## src/hdl/gpio_wake_pkg.sv

```systemverilog
// constants, register map and types for the gpio wake, system-interrupt and led block
package gpio_wake_pkg;
    localparam int PIN_COUNT = 38;
    // pin vector layout
    localparam int PIN_P1 = 0;
    localparam int PIN_P2 = 8;
    localparam int PIN_P3 = 16;
    localparam int PIN_P4 = 24;
    localparam int PIN_P5 = 28;
    localparam int PIN_P6 = 36;
    localparam int DUAL_COUNT = 6;
    localparam int DUAL_PIN [DUAL_COUNT] = '{9, 10, 25, 27, 36, 37};
    localparam int PIN_P3_3 = 19;

    // register map
    localparam logic [7:0] ADDR_WAKE_STS_BASE = 8'h30;
    localparam logic [7:0] ADDR_WAKE_EN_BASE = 8'h38;
    localparam logic [7:0] ADDR_INTR_STS_BASE = 8'h40;
    localparam logic [7:0] ADDR_INTR_EN_BASE = 8'h48;
    localparam logic [7:0] ADDR_MISC_STS = 8'h58;
    localparam logic [7:0] ADDR_CTRL = 8'h59;
    localparam logic [7:0] ADDR_LED_ONE = 8'h5D;
    localparam logic [7:0] ADDR_LED_TWO = 8'h5E;
    localparam logic [7:0] WAKE_SET_MASK = 8'hBC;
    localparam logic [7:0] INTR_SET_MASK = 8'hF8;
    localparam logic [7:0] RESET_BYTE = 8'h00;

    // control register fields
    localparam int CTRL_WAKE_GLOBAL_EN = 0;
    localparam int CTRL_SYS_INTR_PIN_EN = 1;
    localparam int CTRL_P4_3_ALT = 2;

    // led blink timing on the 32 kHz clock
    localparam int SLOW_CLK_HZ = 32768;
    localparam int LED_HALF_PERIOD_MS = 500;
    localparam int LED_HALF_TICKS = SLOW_CLK_HZ * LED_HALF_PERIOD_MS / 1000;

    typedef enum logic [1:0] {LED_OFF, LED_ON, LED_BLINK, LED_BLINK_ALT} led_mode_t;
endpackage

```

## src/hdl/led_ctl_if.sv

```systemverilog
// carrier between the register side and one led driver
`timescale 1ns/100ps
interface led_ctl_if;
    logic [1:0] mode;
    logic tick;
    logic lit;
    modport ctl (output mode, output tick, input lit);
    modport drv (input mode, input tick, output lit);
endinterface

```

## src/hdl/pin_edge_detect.sv

```systemverilog
// synchroniser and polarity or either-edge event detector for a bank of pins
`timescale 1ns/100ps
module pin_edge_detect #(
    parameter int WIDTH = 8
) (
    input wire logic i_sys_clk,
    input wire logic i_reset,
    input wire logic [WIDTH-1:0] i_pins,
    input wire logic [WIDTH-1:0] i_polarity,
    input wire logic [WIDTH-1:0] i_either_edge,
    output logic [WIDTH-1:0] o_level,
    output logic [WIDTH-1:0] o_event
);
    logic [WIDTH-1:0] meta_ff;
    logic [WIDTH-1:0] sync_ff;
    logic [WIDTH-1:0] prev_ff;
    logic [WIDTH-1:0] rise;
    logic [WIDTH-1:0] fall;

    always_ff @(posedge i_sys_clk) begin
        if (i_reset) begin
            meta_ff <= '0;
            sync_ff <= '0;
            prev_ff <= '0;
        end else begin
            meta_ff <= i_pins;
            sync_ff <= meta_ff;
            prev_ff <= sync_ff;
        end
    end

    assign rise = sync_ff & ~prev_ff;
    assign fall = ~sync_ff & prev_ff;
    assign o_level = sync_ff;

    assign o_event = (i_either_edge & (rise | fall)) | (~i_either_edge & ((~i_polarity & rise) | (i_polarity & fall)));
endmodule

```

## src/hdl/led_driver.sv

```systemverilog
// one led: off, on or blink paced by ticks of the slow clock
`timescale 1ns/100ps
module led_driver import gpio_wake_pkg::*; #(
    parameter int HALF_TICKS = LED_HALF_TICKS
) (
    input wire logic i_sys_clk,
    input wire logic i_reset,
    led_ctl_if.drv ctl
);
    localparam int CW = $clog2(HALF_TICKS + 1);
    localparam logic [CW-1:0] LAST = CW'(HALF_TICKS - 1);
    logic [CW-1:0] cnt_ff;
    logic phase_ff;
    logic lit_ff;
    led_mode_t mode;

    assign mode = led_mode_t'(ctl.mode);

    // blink advances only on slow ticks
    always_ff @(posedge i_sys_clk) begin
        if (i_reset) begin
            cnt_ff <= '0;
            phase_ff <= 1'b0;
        end else if (mode == LED_OFF || mode == LED_ON) begin
            cnt_ff <= '0;
            phase_ff <= 1'b0;
        end else if (ctl.tick) begin
            if (cnt_ff == LAST) begin
                cnt_ff <= '0;
                phase_ff <= ~phase_ff;
            end else begin
                cnt_ff <= cnt_ff + 1'b1;
            end
        end
    end

    always_ff @(posedge i_sys_clk) begin
        if (i_reset) begin
            lit_ff <= 1'b0;
        end else begin
            unique case (mode)
                LED_OFF: lit_ff <= 1'b0;
                LED_ON: lit_ff <= 1'b1;
                LED_BLINK, LED_BLINK_ALT: lit_ff <= ~phase_ff;
            endcase
        end
    end

    assign ctl.lit = lit_ff;
endmodule

```

## src/hdl/gpio_wake_event_led.sv

```systemverilog
// gpio wake and system-interrupt event status, enables, outputs and led control
`timescale 1ns/100ps
module gpio_wake_event_led import gpio_wake_pkg::*; #(
    parameter int BLINK_HALF_TICKS = LED_HALF_TICKS
) (
    input wire logic i_sys_clk,
    input wire logic i_reset,
    input wire logic [7:0] i_reg_addr,
    input wire logic i_reg_wr,
    input wire logic i_reg_rd,
    input wire logic [7:0] i_reg_wdata,
    output logic [7:0] o_reg_rdata,
    input wire logic [PIN_COUNT-1:0] i_gpio_pins,
    input wire logic [PIN_COUNT-1:0] i_gpio_polarity,
    input wire logic [DUAL_COUNT-1:0] i_either_edge_trigger,
    input wire logic i_main_power_off,
    input wire logic i_slow_clk,
    input wire logic i_port3_pin3_data,
    output logic [DUAL_COUNT-1:0] o_dual_data,
    output logic o_wake_output_n,
    output logic o_wake_output_oe_n,
    output logic o_sys_intr_output_n,
    output logic o_sys_intr_output_oe_n,
    output logic o_port3_pin3_out,
    output logic o_port3_pin3_oe_n,
    output logic o_port4_pin3_gpio_sel,
    output logic [1:0] o_led
);
    ////////////////////////////////////////////////////////////////////////////////
    // pin events
    logic [PIN_COUNT-1:0] dual_sel;
    logic [PIN_COUNT-1:0] eff_polarity;
    logic [PIN_COUNT-1:0] pin_level;
    logic [PIN_COUNT-1:0] pin_event;
    logic [PIN_COUNT-1:0] ev;
    logic main_off_meta_ff;
    logic main_off_ff;
    logic slow_meta_ff;
    logic slow_sync_ff;
    logic slow_prev_ff;
    logic slow_tick;

    always_comb begin
        dual_sel = '0;
        for (int k = 0; k < DUAL_COUNT; k++) begin
            dual_sel[DUAL_PIN[k]] = i_either_edge_trigger[k];
        end
    end

    assign eff_polarity = i_gpio_polarity & ~dual_sel;

    pin_edge_detect #(
        .WIDTH(PIN_COUNT)
    ) u_edges (
        .i_sys_clk(i_sys_clk),
        .i_reset(i_reset),
        .i_pins(i_gpio_pins),
        .i_polarity(eff_polarity),
        .i_either_edge(dual_sel),
        .o_level(pin_level),
        .o_event(pin_event)
    );

    always_ff @(posedge i_sys_clk) begin
        if (i_reset) begin
            main_off_meta_ff <= 1'b0;
            main_off_ff <= 1'b0;
            slow_meta_ff <= 1'b0;
            slow_sync_ff <= 1'b0;
            slow_prev_ff <= 1'b0;
        end else begin
            main_off_meta_ff <= i_main_power_off;
            main_off_ff <= main_off_meta_ff;
            slow_meta_ff <= i_slow_clk;
            slow_sync_ff <= slow_meta_ff;
            slow_prev_ff <= slow_sync_ff;
        end
    end

    assign slow_tick = slow_sync_ff & ~slow_prev_ff;

    always_comb begin
        ev = pin_event;
        ev[PIN_P3_3] = pin_event[PIN_P3_3] & ~main_off_ff;
    end

    ////////////////////////////////////////////////////////////////////////////////
    // event routing into status sets
    logic [7:0] wake_ev [8];
    logic [7:0] intr_ev [8];
    logic [DUAL_COUNT-1:0] misc_ev;

    // one wake and one intr bit per pin
    // port4 pins 0 and 2 and port2 pin3 unrouted
    always_comb begin
        for (int s = 0; s < 8; s++) begin
            wake_ev[s] = 8'h00;
            intr_ev[s] = 8'h00;
        end
        wake_ev[2] = ev[PIN_P1 +: 8];
        wake_ev[3] = {ev[PIN_P2 + 4 +: 4], 1'b0, ev[PIN_P2 +: 3]};
        wake_ev[4] = {ev[PIN_P6 + 1], ev[PIN_P6], ev[PIN_P4 + 3], ev[PIN_P4 + 1], ev[PIN_P3 +: 4]};
        wake_ev[5] = ev[PIN_P5 +: 8];
        wake_ev[7] = {4'h0, ev[PIN_P3 + 4 +: 4]};
        intr_ev[3] = {ev[PIN_P2 + 4 +: 4], ev[PIN_P6], ev[PIN_P2 +: 3]};
        intr_ev[4] = {1'b0, ev[PIN_P6 + 1], ev[PIN_P4 + 3], ev[PIN_P4 + 1], ev[PIN_P3 +: 4]};
        intr_ev[5] = ev[PIN_P5 +: 8];
        intr_ev[6] = ev[PIN_P1 +: 8];
        intr_ev[7] = {4'h0, ev[PIN_P3 + 4 +: 4]};
    end

    // misc gathers the six either-edge pins
    always_comb begin
        for (int k = 0; k < DUAL_COUNT; k++) begin
            misc_ev[k] = ev[DUAL_PIN[k]];
        end
    end

    ////////////////////////////////////////////////////////////////////////////////
    // register decode
    logic wr_wake_sts;
    logic wr_wake_en;
    logic wr_intr_sts;
    logic wr_intr_en;
    logic [2:0] set_idx;

    assign set_idx = i_reg_addr[2:0];
    assign wr_wake_sts = i_reg_wr && (i_reg_addr & 8'hF8) == ADDR_WAKE_STS_BASE && WAKE_SET_MASK[set_idx];
    assign wr_wake_en = i_reg_wr && (i_reg_addr & 8'hF8) == ADDR_WAKE_EN_BASE && WAKE_SET_MASK[set_idx];
    assign wr_intr_sts = i_reg_wr && (i_reg_addr & 8'hF8) == ADDR_INTR_STS_BASE && INTR_SET_MASK[set_idx];
    assign wr_intr_en = i_reg_wr && (i_reg_addr & 8'hF8) == ADDR_INTR_EN_BASE && INTR_SET_MASK[set_idx];

    ////////////////////////////////////////////////////////////////////////////////
    // status and enable registers
    logic [7:0] wake_sts_ff [8];
    logic [7:0] wake_en_ff [8];
    logic [7:0] intr_sts_ff [8];
    logic [7:0] intr_en_ff [8];
    logic [DUAL_COUNT-1:0] misc_sts_ff;
    logic [7:0] ctrl_ff;
    logic [7:0] led_one_ff;
    logic [7:0] led_two_ff;

    // write one clears, new event wins
    always_ff @(posedge i_sys_clk) begin
        for (int s = 0; s < 8; s++) begin
            if (i_reset) begin
                wake_sts_ff[s] <= RESET_BYTE;
            end else begin
                wake_sts_ff[s] <= (wake_sts_ff[s] & ~((wr_wake_sts && set_idx == s) ? i_reg_wdata : 8'h00))
                    | (wake_ev[s] & {8{WAKE_SET_MASK[s]}});
            end
        end
    end

    always_ff @(posedge i_sys_clk) begin
        for (int s = 0; s < 8; s++) begin
            if (i_reset) begin
                intr_sts_ff[s] <= RESET_BYTE;
            end else begin
                intr_sts_ff[s] <= (intr_sts_ff[s] & ~((wr_intr_sts && set_idx == s) ? i_reg_wdata : 8'h00))
                    | (intr_ev[s] & {8{INTR_SET_MASK[s]}});
            end
        end
    end

    always_ff @(posedge i_sys_clk) begin
        if (i_reset) begin
            misc_sts_ff <= '0;
        end else if (i_reg_wr && i_reg_addr == ADDR_MISC_STS) begin
            misc_sts_ff <= (misc_sts_ff & ~i_reg_wdata[DUAL_COUNT-1:0]) | misc_ev;
        end else begin
            misc_sts_ff <= misc_sts_ff | misc_ev;
        end
    end

    always_ff @(posedge i_sys_clk) begin
        for (int s = 0; s < 8; s++) begin
            if (i_reset) begin
                wake_en_ff[s] <= RESET_BYTE;
                intr_en_ff[s] <= RESET_BYTE;
            end else begin
                if (wr_wake_en && set_idx == s) begin
                    wake_en_ff[s] <= i_reg_wdata;
                end
                if (wr_intr_en && set_idx == s) begin
                    intr_en_ff[s] <= i_reg_wdata;
                end
            end
        end
    end

    // port4 pin3 back to gpio on reset
    always_ff @(posedge i_sys_clk) begin
        if (i_reset) begin
            ctrl_ff <= RESET_BYTE;
            led_one_ff <= RESET_BYTE;
            led_two_ff <= RESET_BYTE;
        end else if (i_reg_wr) begin
            if (i_reg_addr == ADDR_CTRL) begin
                ctrl_ff <= i_reg_wdata;
            end
            if (i_reg_addr == ADDR_LED_ONE) begin
                led_one_ff <= i_reg_wdata;
            end
            if (i_reg_addr == ADDR_LED_TWO) begin
                led_two_ff <= i_reg_wdata;
            end
        end
    end

    ////////////////////////////////////////////////////////////////////////////////
    // read path
    logic [7:0] nxt_rdata;
    logic [7:0] rdata_ff;

    always_comb begin
        nxt_rdata = 8'h00;
        if ((i_reg_addr & 8'hF8) == ADDR_WAKE_STS_BASE) begin
            nxt_rdata = wake_sts_ff[set_idx];
        end else if ((i_reg_addr & 8'hF8) == ADDR_WAKE_EN_BASE) begin
            nxt_rdata = wake_en_ff[set_idx];
        end else if ((i_reg_addr & 8'hF8) == ADDR_INTR_STS_BASE) begin
            nxt_rdata = intr_sts_ff[set_idx];
        end else if ((i_reg_addr & 8'hF8) == ADDR_INTR_EN_BASE) begin
            nxt_rdata = intr_en_ff[set_idx];
        end else if (i_reg_addr == ADDR_MISC_STS) begin
            nxt_rdata = {2'b00, misc_sts_ff};
        end else if (i_reg_addr == ADDR_CTRL) begin
            nxt_rdata = ctrl_ff;
        end else if (i_reg_addr == ADDR_LED_ONE) begin
            nxt_rdata = led_one_ff;
        end else if (i_reg_addr == ADDR_LED_TWO) begin
            nxt_rdata = led_two_ff;
        end
    end

    always_ff @(posedge i_sys_clk) begin
        if (i_reset) begin
            rdata_ff <= 8'h00;
        end else begin
            rdata_ff <= i_reg_rd ? nxt_rdata : 8'h00;
        end
    end

    assign o_reg_rdata = rdata_ff;

    ////////////////////////////////////////////////////////////////////////////////
    // wake and system-interrupt outputs
    logic wake_any;
    logic intr_any;
    logic wake_oe_n_ff;
    logic intr_oe_n_ff;
    logic [DUAL_COUNT-1:0] dual_data_ff;

    // status and pin enable, global enable on wake only
    always_comb begin
        wake_any = 1'b0;
        intr_any = 1'b0;
        for (int s = 0; s < 8; s++) begin
            wake_any = wake_any | (|(wake_sts_ff[s] & wake_en_ff[s]));
            intr_any = intr_any | (|(intr_sts_ff[s] & intr_en_ff[s]));
        end
        wake_any = wake_any & ctrl_ff[CTRL_WAKE_GLOBAL_EN];
    end

    always_ff @(posedge i_sys_clk) begin
        if (i_reset) begin
            wake_oe_n_ff <= 1'b1;
            intr_oe_n_ff <= 1'b1;
        end else begin
            wake_oe_n_ff <= ~wake_any;
            intr_oe_n_ff <= ~(intr_any & ctrl_ff[CTRL_SYS_INTR_PIN_EN]);
        end
    end

    assign o_wake_output_n = 1'b0;
    assign o_wake_output_oe_n = wake_oe_n_ff;
    assign o_sys_intr_output_n = 1'b0;
    assign o_sys_intr_output_oe_n = intr_oe_n_ff;

    always_ff @(posedge i_sys_clk) begin
        if (i_reset) begin
            dual_data_ff <= '0;
        end else begin
            for (int k = 0; k < DUAL_COUNT; k++) begin
                dual_data_ff[k] <= pin_level[DUAL_PIN[k]] ^ i_gpio_polarity[DUAL_PIN[k]];
            end
        end
    end

    assign o_dual_data = dual_data_ff;

    ////////////////////////////////////////////////////////////////////////////////
    // port3 pin3 and port4 pin3
    logic p33_out_ff;
    logic p43_gpio_ff;

    // low after reset, plain output on standby
    always_ff @(posedge i_sys_clk) begin
        if (i_reset) begin
            p33_out_ff <= 1'b0;
        end else if (main_off_ff) begin
            p33_out_ff <= i_port3_pin3_data;
        end else begin
            p33_out_ff <= i_port3_pin3_data ^ i_gpio_polarity[PIN_P3_3];
        end
    end

    always_ff @(posedge i_sys_clk) begin
        if (i_reset) begin
            p43_gpio_ff <= 1'b1;
        end else begin
            p43_gpio_ff <= ~ctrl_ff[CTRL_P4_3_ALT];
        end
    end

    assign o_port3_pin3_out = p33_out_ff;
    assign o_port3_pin3_oe_n = 1'b0;
    assign o_port4_pin3_gpio_sel = p43_gpio_ff;

    ////////////////////////////////////////////////////////////////////////////////
    // leds
    led_ctl_if led_one_if ();
    led_ctl_if led_two_if ();
    logic [1:0] led_ff;

    assign led_one_if.mode = led_one_ff[1:0];
    assign led_one_if.tick = slow_tick;
    assign led_two_if.mode = led_two_ff[1:0];
    assign led_two_if.tick = slow_tick;

    led_driver #(
        .HALF_TICKS(BLINK_HALF_TICKS)
    ) u_led_one (
        .i_sys_clk(i_sys_clk),
        .i_reset(i_reset),
        .ctl(led_one_if.drv)
    );

    led_driver #(
        .HALF_TICKS(BLINK_HALF_TICKS)
    ) u_led_two (
        .i_sys_clk(i_sys_clk),
        .i_reset(i_reset),
        .ctl(led_two_if.drv)
    );

    // each led from its own register
    always_ff @(posedge i_sys_clk) begin
        if (i_reset) begin
            led_ff <= 2'b00;
        end else begin
            led_ff <= {led_two_if.lit, led_one_if.lit};
        end
    end

    assign o_led = led_ff;
endmodule

```

## config.mk

```make
export PLATFORM = sky130hd
export DESIGN_NAME = gpio_wake_event_led
export DESIGN_NICKNAME = d
export VERILOG_FILES = /design/src/hdl/gpio_wake_pkg.sv /design/src/hdl/led_ctl_if.sv /design/src/hdl/pin_edge_detect.sv /design/src/hdl/led_driver.sv /design/src/hdl/gpio_wake_event_led.sv
export SDC_FILE = /design/constraint.sdc
export NUM_CORES = 1
export LEC_CHECK = 0
export BUFFER_PORTS_ARGS = -buffer_cell sky130_fd_sc_hd__buf_2
export CORE_ASPECT_RATIO = 2
export CORE_MARGIN = 1.5
export CORE_UTILIZATION = 30
export CTS_CLUSTER_DIAMETER = 120
export DETAILED_ROUTE_END_ITERATION = 10
export HOLD_SLACK_MARGIN = 0.1
export PLACE_DENSITY = 0.48
export SLEW_MARGIN = 20
export SYNTH_ARGS = -nofsm -noshare
export SYNTH_HDL_FRONTEND = slang
export SYNTH_SLANG_ARGS = --single-unit
export TNS_END_PERCENT = 10
```

## constraint.sdc

```tcl
create_clock -name i_sys_clk -period 7.2 [get_ports i_sys_clk]
set_input_delay 1.08 -clock i_sys_clk [delete_from_list [all_inputs] [get_ports i_sys_clk]]
set_output_delay 1.08 -clock i_sys_clk [all_outputs]
set_load 0.01 [all_outputs]
```

==> out/metrics.csv, run 1 <==
metric,value,unit
status,"finished, final reports clean",
synthMostInstantiatedCell,dfxtp_1,
layout.nets,1980,
grt.total_usage,21.5,%
p_leak,7.83,nW
cts_max_level,2,
wire_per_inst,25.4,um
clock_skew,0.0213,ns
place.detailed.hpwl,51300,um
tightest_slew,1.05,ns
die_w,179,um
cts_tree,built,
drt_iter0_drc,913,
synth.area.top_cells,"dfxtp_1, edfxtp_1, mux4_2, nor2b_1, nand2_1",
hold_path_end,o_port4_pin3_gpio_sel,
fin_hold_ws,0.418,ns
grt_overflow_total,0,
grt_pass1_wl,96300,um
avgSynthCellArea,10.7,sq um
viasPerCell,5.19,
area_growth_syn_to_layout,16.1,%
initial_utilization,30.4,%
clock-sinks,450,
ys_types,64,
place.gp.congestion,0.970,
fp.dieArea,63400,sq um
final-max-slew-violation-count,0,
max_freq,271,MHz
clk_path_buf_depth,3,
routed_wirelength,67800,um
ys_top_cells_by_count,"dfxtp_1, nand2_1, nor2b_1, nor2_1, edfxtp_1",
synth-warning-count,0,
dr_total_vias,13900,
worstSkewPairLatency,0.58,ns
port_buffers,118,
r2r_slack,4.55,ns
slew_headroom,29.1,%
die_y,355,um
rr_endpoint,o_sys_intr_output_oe_n,
reg2reg_from,intr_sts_ff[3][0],
core-area,61000,sq um
grt_pass1_vias,13900,
synth_top_area_cell,dfxtp_1,
ys_seq_elements,450,
drive_above_1_share,16.4,%
synth_cells,1727,
finalSetupTns,0,ns
cts_setup_buffers,0,
synth_flop_cell,dfxtp_1,
min_period,3.69,ns
cts_made_buffers,42,
firstDrtPassIters,5,
ys_seq_area_share,55.5,%
cts-hold-fix-buffers,0,
setup_viol,0,
cpPeakStageDelay,0.71,ns
antenna_found_initial,4,
cp_max_fo,51,
ant_nets,0,
root_buffer,clkbuf_16,
rows,128,
end_kind,register,
critical_path.cell_chain,"buf_4, buf_4, mux4_2, nor3b_1, a221oi_1, a22oi_1, o31a_1",
netlist_area,18600,sq um
ios,128,
worstHoldStart,ctrl_ff[2],
antenna_cells,0,
synth_edf_count,128,
power.density,257,nW/um^2
postCtsResizedCells,0,
crit_path_start_kind,input port,
worstHoldPathCells,1,
cpMostUsedCell,buf_4,
crit_arrival,4.15,ns
rsz0062_at_grt,no,
clkTransAtPathRegs,0.07,ns
fin_crit_sh,51.3,%
cap_violations,0,
crit_required,7.65,ns
hold_class,reg2reg,
fin_util,35.3,%
grt_max_degree,90,
synthArstFlopShare,0,%
crit_type,in2reg,
synth_top_area_share,34.7,%
slowest_stage,buf_4,
ir_worst_vdd,0.000187,V
hold_viol,0,
rr_worst_depth,4,
fill_cells,6059,
route.detailed.drc,0,
==> worst max-delay path by stage <==
stage | startpoint | endpoint | slack, ns | cells after the start
6_report | i_reg_addr[0] | o_reg_rdata[6] | 3.51 | 7
5_1_grt | i_reg_addr[0] | o_reg_rdata[6] | 3.37 | 7
4_1_cts | i_reg_addr[0] | o_reg_rdata[6] | 3.53 | 7
3_5_place_dp | i_reg_addr[0] | o_reg_rdata[6] | 2.92 | 7
3_3_place_gp | i_reg_addr[0] | intr_en_ff[7][3] | 2.98 | 5
2_1_floorplan | i_reg_addr[7] | intr_en_ff[7][0] | 3.96 | 6
==> power by group <==
part | internal (mW) | switching (mW) | total [mW]
sequential | 2.70 | 0.0956 | 2.80
combinational | 0.138 | 0.246 | 0.384
clock | 1.35 | 1.01 | 2.36
==> critical path: cells and delay by family <==
| family | cells | cell delay [ns] |
|---|---|---|
| mux | 1 | 0.63 |
| buf+inv | 2 | 1.34 |
| simple gates | 1 | 0.17 |
| compound gates | 3 | 0.84 |
==> kinds of logic (layout without fill, tap and decap cells) <==
kind of cell,count (synthesis),after routing,synth area share [%]
multiplexers,104,104,9.61
flip-flops,450,450,55.5
XOR/XNOR,35,35,1.65
buffers and inverters,134,251,3.06
AND/OR/NAND/NOR,717,717,19.7
AO/OA/AOI/OAI,272,272,9.55
adder cells (fa/ha/maj),14,14,0.944
other,1,51,0.0202
==> area by class of cell <==
| type | instances | area, sq um | share of cell area, % |
|---|---|---|---|
| tap | 780 | 976 | 4.53 |
| multi-input combinational | 1193 | 7890 | 36.6 |
| sequential | 450 | 10300 | 47.8 |
| clock inverter | 18 | 180 | 0.836 |
| timing repair buffer | 149 | 836 | 3.88 |
| clock buffer | 59 | 1270 | 5.90 |
| inverter | 25 | 93.8 | 0.436 |
==> per-layer routing <==
| metal | up-vias | global-route usage, % | wire length (um) |
|---|---|---|---|
| met5 | - | 0 | 48 |
| met4 | 8 | 18.4 | 6740 |
| met3 | 224 | 3.40 | 3280 |
| met2 | 518 | 38.5 | 35000 |
| met1 | 6751 | 21.2 | 22800 |
| li1 | 6365 | - | - |
==> placed cells by master (no fill, tap or decap), drive strengths merged, types with 4 or more instances in the layout <==
cell    netlist  final
dfxtp       322    322
or3b          4      4
mux2         13     13
nor2b       162    162
ha           14     14
and2         41     41
xnor2        17     17
clkbuf       72     59
nor4         54     54
a31oi         9      9
conb          1     51
and3          7      7
inv          23     24
nor3         13     13
nand3        29     29
nor2        136    136
mux2i        33     33
clkinv        2     15
o31ai         4      4
edfxtp      128    128
nor3b         4      4
nand2b        6      6
a21oi       120    120
a221oi       28     28
a22o         23     23
and4          4      4
o21ai        28     28
o31a          4      4
mux4         58     58
nand3b        4      4
nand2       231    231
xor2         18     18
a22oi        34     34
buf          37    149
nand4        13     13
==> per-stage QoR <==
step | std cells | instance area [sq um] | power (mW) | worst slack [ns]
5_1_grt | 2674 | 21500 | 5.71 | 3.37
4_1_cts | 2674 | 21500 | 5.60 | 3.53
3_5_place_dp | 2597 | 20100 | 3.23 | 2.92
3_3_place_gp | 2597 | 20100 | 3.23 | 2.98
6_report | 2674 | 21500 | 5.54 | 3.51
2_1_floorplan | 1777 | 18700 | 3.03 | 3.96
==> registers in the layout, summed over array words and instances (netlist names), 2 cells and up <==
register and flops:
o_reg_rdata 8, misc_sts_ff 6, ctrl_ff 8, led_two_ff 8
u_led_two.cnt_ff 15, intr_en_ff 64, o_led 2, wake_en_ff 64
wake_sts_ff 64, o_dual_data 6, u_edges.o_level 35, u_led_one.cnt_ff 15
intr_sts_ff 64, u_edges.meta_ff 35, u_edges.prev_ff 35, led_one_ff 8
Note: power is estimated with default switching activity, not from simulation.
==> run 2: changes to the inputs <==
Settings changed: PLACE_DENSITY 0.48 to 0.5.
Clock period 7.2 ns to 3.1 ns, I/O delays scaled along.
==> run 2 against run 1 <==
  * Clock power is 120% higher
  * Setup slack lost 3.1 ns
  * Via count rose by 1.2%
  * Non-clock buffer count up 80
  * Wire length rose by 4.2%
  * Clock-buffer cell count grew 1
  * Critical endpoint is now o_sys_intr_output_oe_n
==> out/metrics.csv, run 2 (synthesis gave the netlist of run 1 again) <==
metric,value,unit
crit_required,3.54,ns
core-area,61000,sq um
rows,128,
final_common_cell,dfxtp_1,
ir_worst_vdd,0.000457,V
cts_tree,built,
clock-sinks,450,
clk_path_buf_depth,3,
die_y,355,um
power,12.8,mW
preCtsSetupSlack,0.260,ns
grt.total_usage,22.5,%
tightest_slew,0.996,ns
viasPerCell,5.10,
clkTransAtPathRegs,0.07,ns
root_buffer,clkbuf_16,
port_buffers,118,
hold_class,in2reg,
fin_hold_ws,0.124,ns
end_kind,register,
setup_viol,0,
status,"finished, final reports clean",
area_growth_syn_to_layout,19.7,%
setup_ws,0.409,ns
grt_max_degree,89,
finalSetupTns,0,ns
hold_viol,0,
clock_skew,0.0249,ns
layout.nets,2060,
routed_wirelength,70700,um
grt_pass1_wl,100000,um
place.detailed.hpwl,54600,um
antenna_found_initial,4,
cts_max_level,2,
initial_utilization,30.4,%
cts_made_buffers,42,
fp.dieArea,63400,sq um
drive_above_1_share,18.3,%
place.gp.congestion,0.983,
wire_per_inst,25.7,um
ant_nets,0,
cts_setup_buffers,0,
slew_headroom,33.6,%
antenna_cells,0,
route.detailed.drc,0,
die_w,179,um
crit_path_start_kind,register,
final-max-slew-violation-count,0,
rsz0062_at_grt,no,
firstDrtPassIters,8,
ios,128,
stdcell_count,2754,
worstSkewPairLatency,0.57,ns
cap_violations,0,
cp_max_fo,2,
dp_cells,2651,
p_leak,8.19,nW
grt_pass1_vias,14300,
max_freq,372,MHz
grt_overflow_total,0,
fin_crit_sh,86.8,%
power.density,575,nW/um^2
dr_total_vias,14000,
fill_cells,6065,
layout_common_cells,"dfxtp_1, nand2_1, nor2b_1, nor2_1, edfxtp_1",
crit_type,reg2reg,
crit_arrival,3.13,ns
min_period,2.69,ns
drt_iter0_drc,950,
-- run 2: worst max-delay path: stages (launching register included) --
cell	delay, ns
edfxtp_1	0.49
a22o_1	0.30
a221oi_1	0.68
nand4_1	0.56
o311ai_0	0.52
-- run 2: worst paths after layout --
check / startpoint / endpoint / slack (ns) / depth (start not counted)
worst min-delay path: i_gpio_pins[3] / u_edges.meta_ff[3] / 0.12 / 2
worst min register to register: u_edges.meta_ff[37] / u_edges.o_level[37] / 0.43 / 1
worst max register to register: intr_en_ff[1][6] / o_sys_intr_output_oe_n / 0.41 / 4
worst max-delay path: intr_en_ff[1][6] / o_sys_intr_output_oe_n / 0.41 / 4
-- run 2: timing repair --
action / 4_1_cts / 5_1_grt
endpoints found under the hold margin: 26 / 0
hold buffers: 26 / 0
gates resized for setup: 0 / 0
setup endpoints to repair: 0 / 0
-- run 2: final cells by class --
cell class | count | area, sq um | share of cell area (%)
well taps | 780 | 976 | 4.40
clock buffers | 60 | 1240 | 5.60
inverters | 25 | 93.8 | 0.423
multi-input cells | 1193 | 7880 | 35.5
flip-flops and latches | 450 | 10300 | 46.4
clock inverters | 17 | 136 | 0.614
repair buffers | 229 | 1580 | 7.10
-- run 2: metrics by stage --
step,utilization [%],area (sq um)
2_1_floorplan,-,18700
3_3_place_gp,33.7,20600
3_5_place_dp,33.7,20600
4_1_cts,36.4,22200
5_1_grt,36.4,22200
6_report,36.4,22200
-- run 2: power by group --
part           switching, mW  internal, mW
registers              0.234          6.28
clock network           2.37          2.90
logic                  0.596         0.383
total                   3.20          9.57
-- run 2: routing by layer --
metal	vias to the layer above	part of all wire, %	global-route usage [%]
met5	-	0.065	0
li1	6524	-	-
met2	545	52	40.7
met1	6732	33	21.4
met4	6	11	20.6
met3	228	4.7	3.48
==> run 3: changes to the inputs <==
Settings changed: CORE_MARGIN 1.5 to 5, SKIP_CTS_REPAIR_TIMING set to 1.
==> run 3 against run 2 <==
  * Core utilization fell by 0.69 points
  * Non-clock buffer count fell by 16
  * First-iteration DRC count rose by 3.7%
  * Hold slack got worse by 0.021 ns
  * Clock skew fell by 0.0034 ns
  * Clock power rose by 0.9%
  * Via count rose by 0.99%
  * Die area rose by 6.0%
  * Critical path depth rose by 2
  * Critical endpoint is now o_wake_output_oe_n
  * Largest cell class unchanged
  * Largest power group unchanged
==> out/metrics.csv, run 3 (synthesis gave the netlist of run 1 again) <==
metric,value,unit
status,"finished, final reports clean",
fin_crit_sh,85.6,%
power.density,581,nW/um^2
ios,128,
firstDrtPassIters,5,
die_w,186,um
final_cell_area,22000,sq um
dr_total_vias,14200,
layout.nets,2043,
final_common_cell,dfxtp_1,
cts_made_buffers,41,
viasPerCell,5.17,
place.gp.congestion,0.999,
routed_wirelength,71700,um
min_period,2.65,ns
final-max-slew-violation-count,0,
clock_skew,0.0215,ns
end_kind,register,
ir_worst_vdd,0.000443,V
drive_above_1_share,19.0,%
wire_per_inst,26.1,um
die_y,362,um
clock-sinks,450,
cap_violations,0,
cp_max_fo,2,
crit_arrival,3.16,ns
place.detailed.hpwl,55200,um
route.detailed.drc,0,
antenna_found_initial,1,
worstSkewPairLatency,0.57,ns
grt_overflow_total,0,
area_growth_syn_to_layout,18.6,%
core-area,61700,sq um
initial_utilization,30.1,%
p_leak,8.14,nW
rows,129,
hold_class,in2reg,
finalSetupTns,0,ns
preCtsSetupSlack,0.217,ns
layout_common_cells,"dfxtp_1, nand2_1, nor2b_1, nor2_1, edfxtp_1",
hold_viol,0,
power,12.8,mW
cts_tree,built,
ant_nets,0,
clk_path_buf_depth,3,
clkTransAtPathRegs,0.07,ns
grt_max_degree,136,
setup_viol,0,
dpl_cell_area,20600,sq um
grt_pass1_wl,102000,um
tightest_slew,0.943,ns
fp.dieArea,67200,sq um
slew_headroom,37.1,%
crit_required,3.61,ns
setup_ws,0.446,ns
drt_iter0_drc,985,
grt.total_usage,21.0,%
max_freq,377,MHz
root_buffer,clkbuf_16,
grt_pass1_vias,14300,
crit_path_start_kind,register,
port_buffers,118,
rsz0062_at_grt,no,
crit_type,reg2reg,
cts_max_level,2,
## run 3: through the flow
stage / cells / hold WS (ns) / util (%)
2_1_floorplan: 1777 / 0.371 / -
3_3_place_gp: 2666 / 0.397 / 33.4
3_5_place_dp: 2666 / 0.399 / 33.4
4_1_cts: 2742 / 0.0705 / 35.7
5_1_grt: 2743 / 0.104 / 35.7
6_report: 2744 / 0.103 / 35.7
## run 3: worst max-delay path, cell delays in order (launching register included)
cell	delay, ns
edfxtp_1	0.51
a22o_1	0.34
a221oi_1	0.26
nand3_1	0.16
or4_1	0.58
o311ai_0	0.51
buf_4	0.24
## run 3: layout make-up
| cell class | instances | area [sq um] |
|---|---|---|
| Antenna cell | 1 | 2.50 |
| Multi-Input combinational cell | 1193 | 7890 |
| Timing Repair Buffer | 213 | 1360 |
| Inverter | 25 | 93.8 |
| Fill cell | 6311 | 39700 |
| Sequential cell | 450 | 10300 |
| Clock inverter | 16 | 139 |
| Clock buffer | 60 | 1250 |
| Tap cell | 786 | 983 |
## run 3: path summary, 6_finish.rpt
| path | start | to | slack, ns | depth (start not counted) |
|---|---|---|---|---|
| min | i_gpio_pins[30] | u_edges.meta_ff[30] | 0.10 | 2 |
| max | wake_en_ff[4][6] | o_wake_output_oe_n | 0.45 | 6 |
| max reg2reg | wake_en_ff[4][6] | o_wake_output_oe_n | 0.45 | 6 |
| min reg2reg | ctrl_ff[2] | o_port4_pin3_gpio_sel | 0.41 | 1 |
## run 3: layer usage
metal / up-vias / share of wire [%] / track usage, %
met5: - / 0 / 0
met2: 574 / 52 / 37.7
met1: 6880 / 33 / 20.9
li1: 6486 / - / -
met3: 234 / 4.6 / 2.65
met4: 0 / 11 / 17.8
## run 3: where the power goes
group	switching [mW]	internal [mW]
registers	0.227	6.28
logic	0.601	0.365
clock network	2.33	2.99
total	3.16	9.64
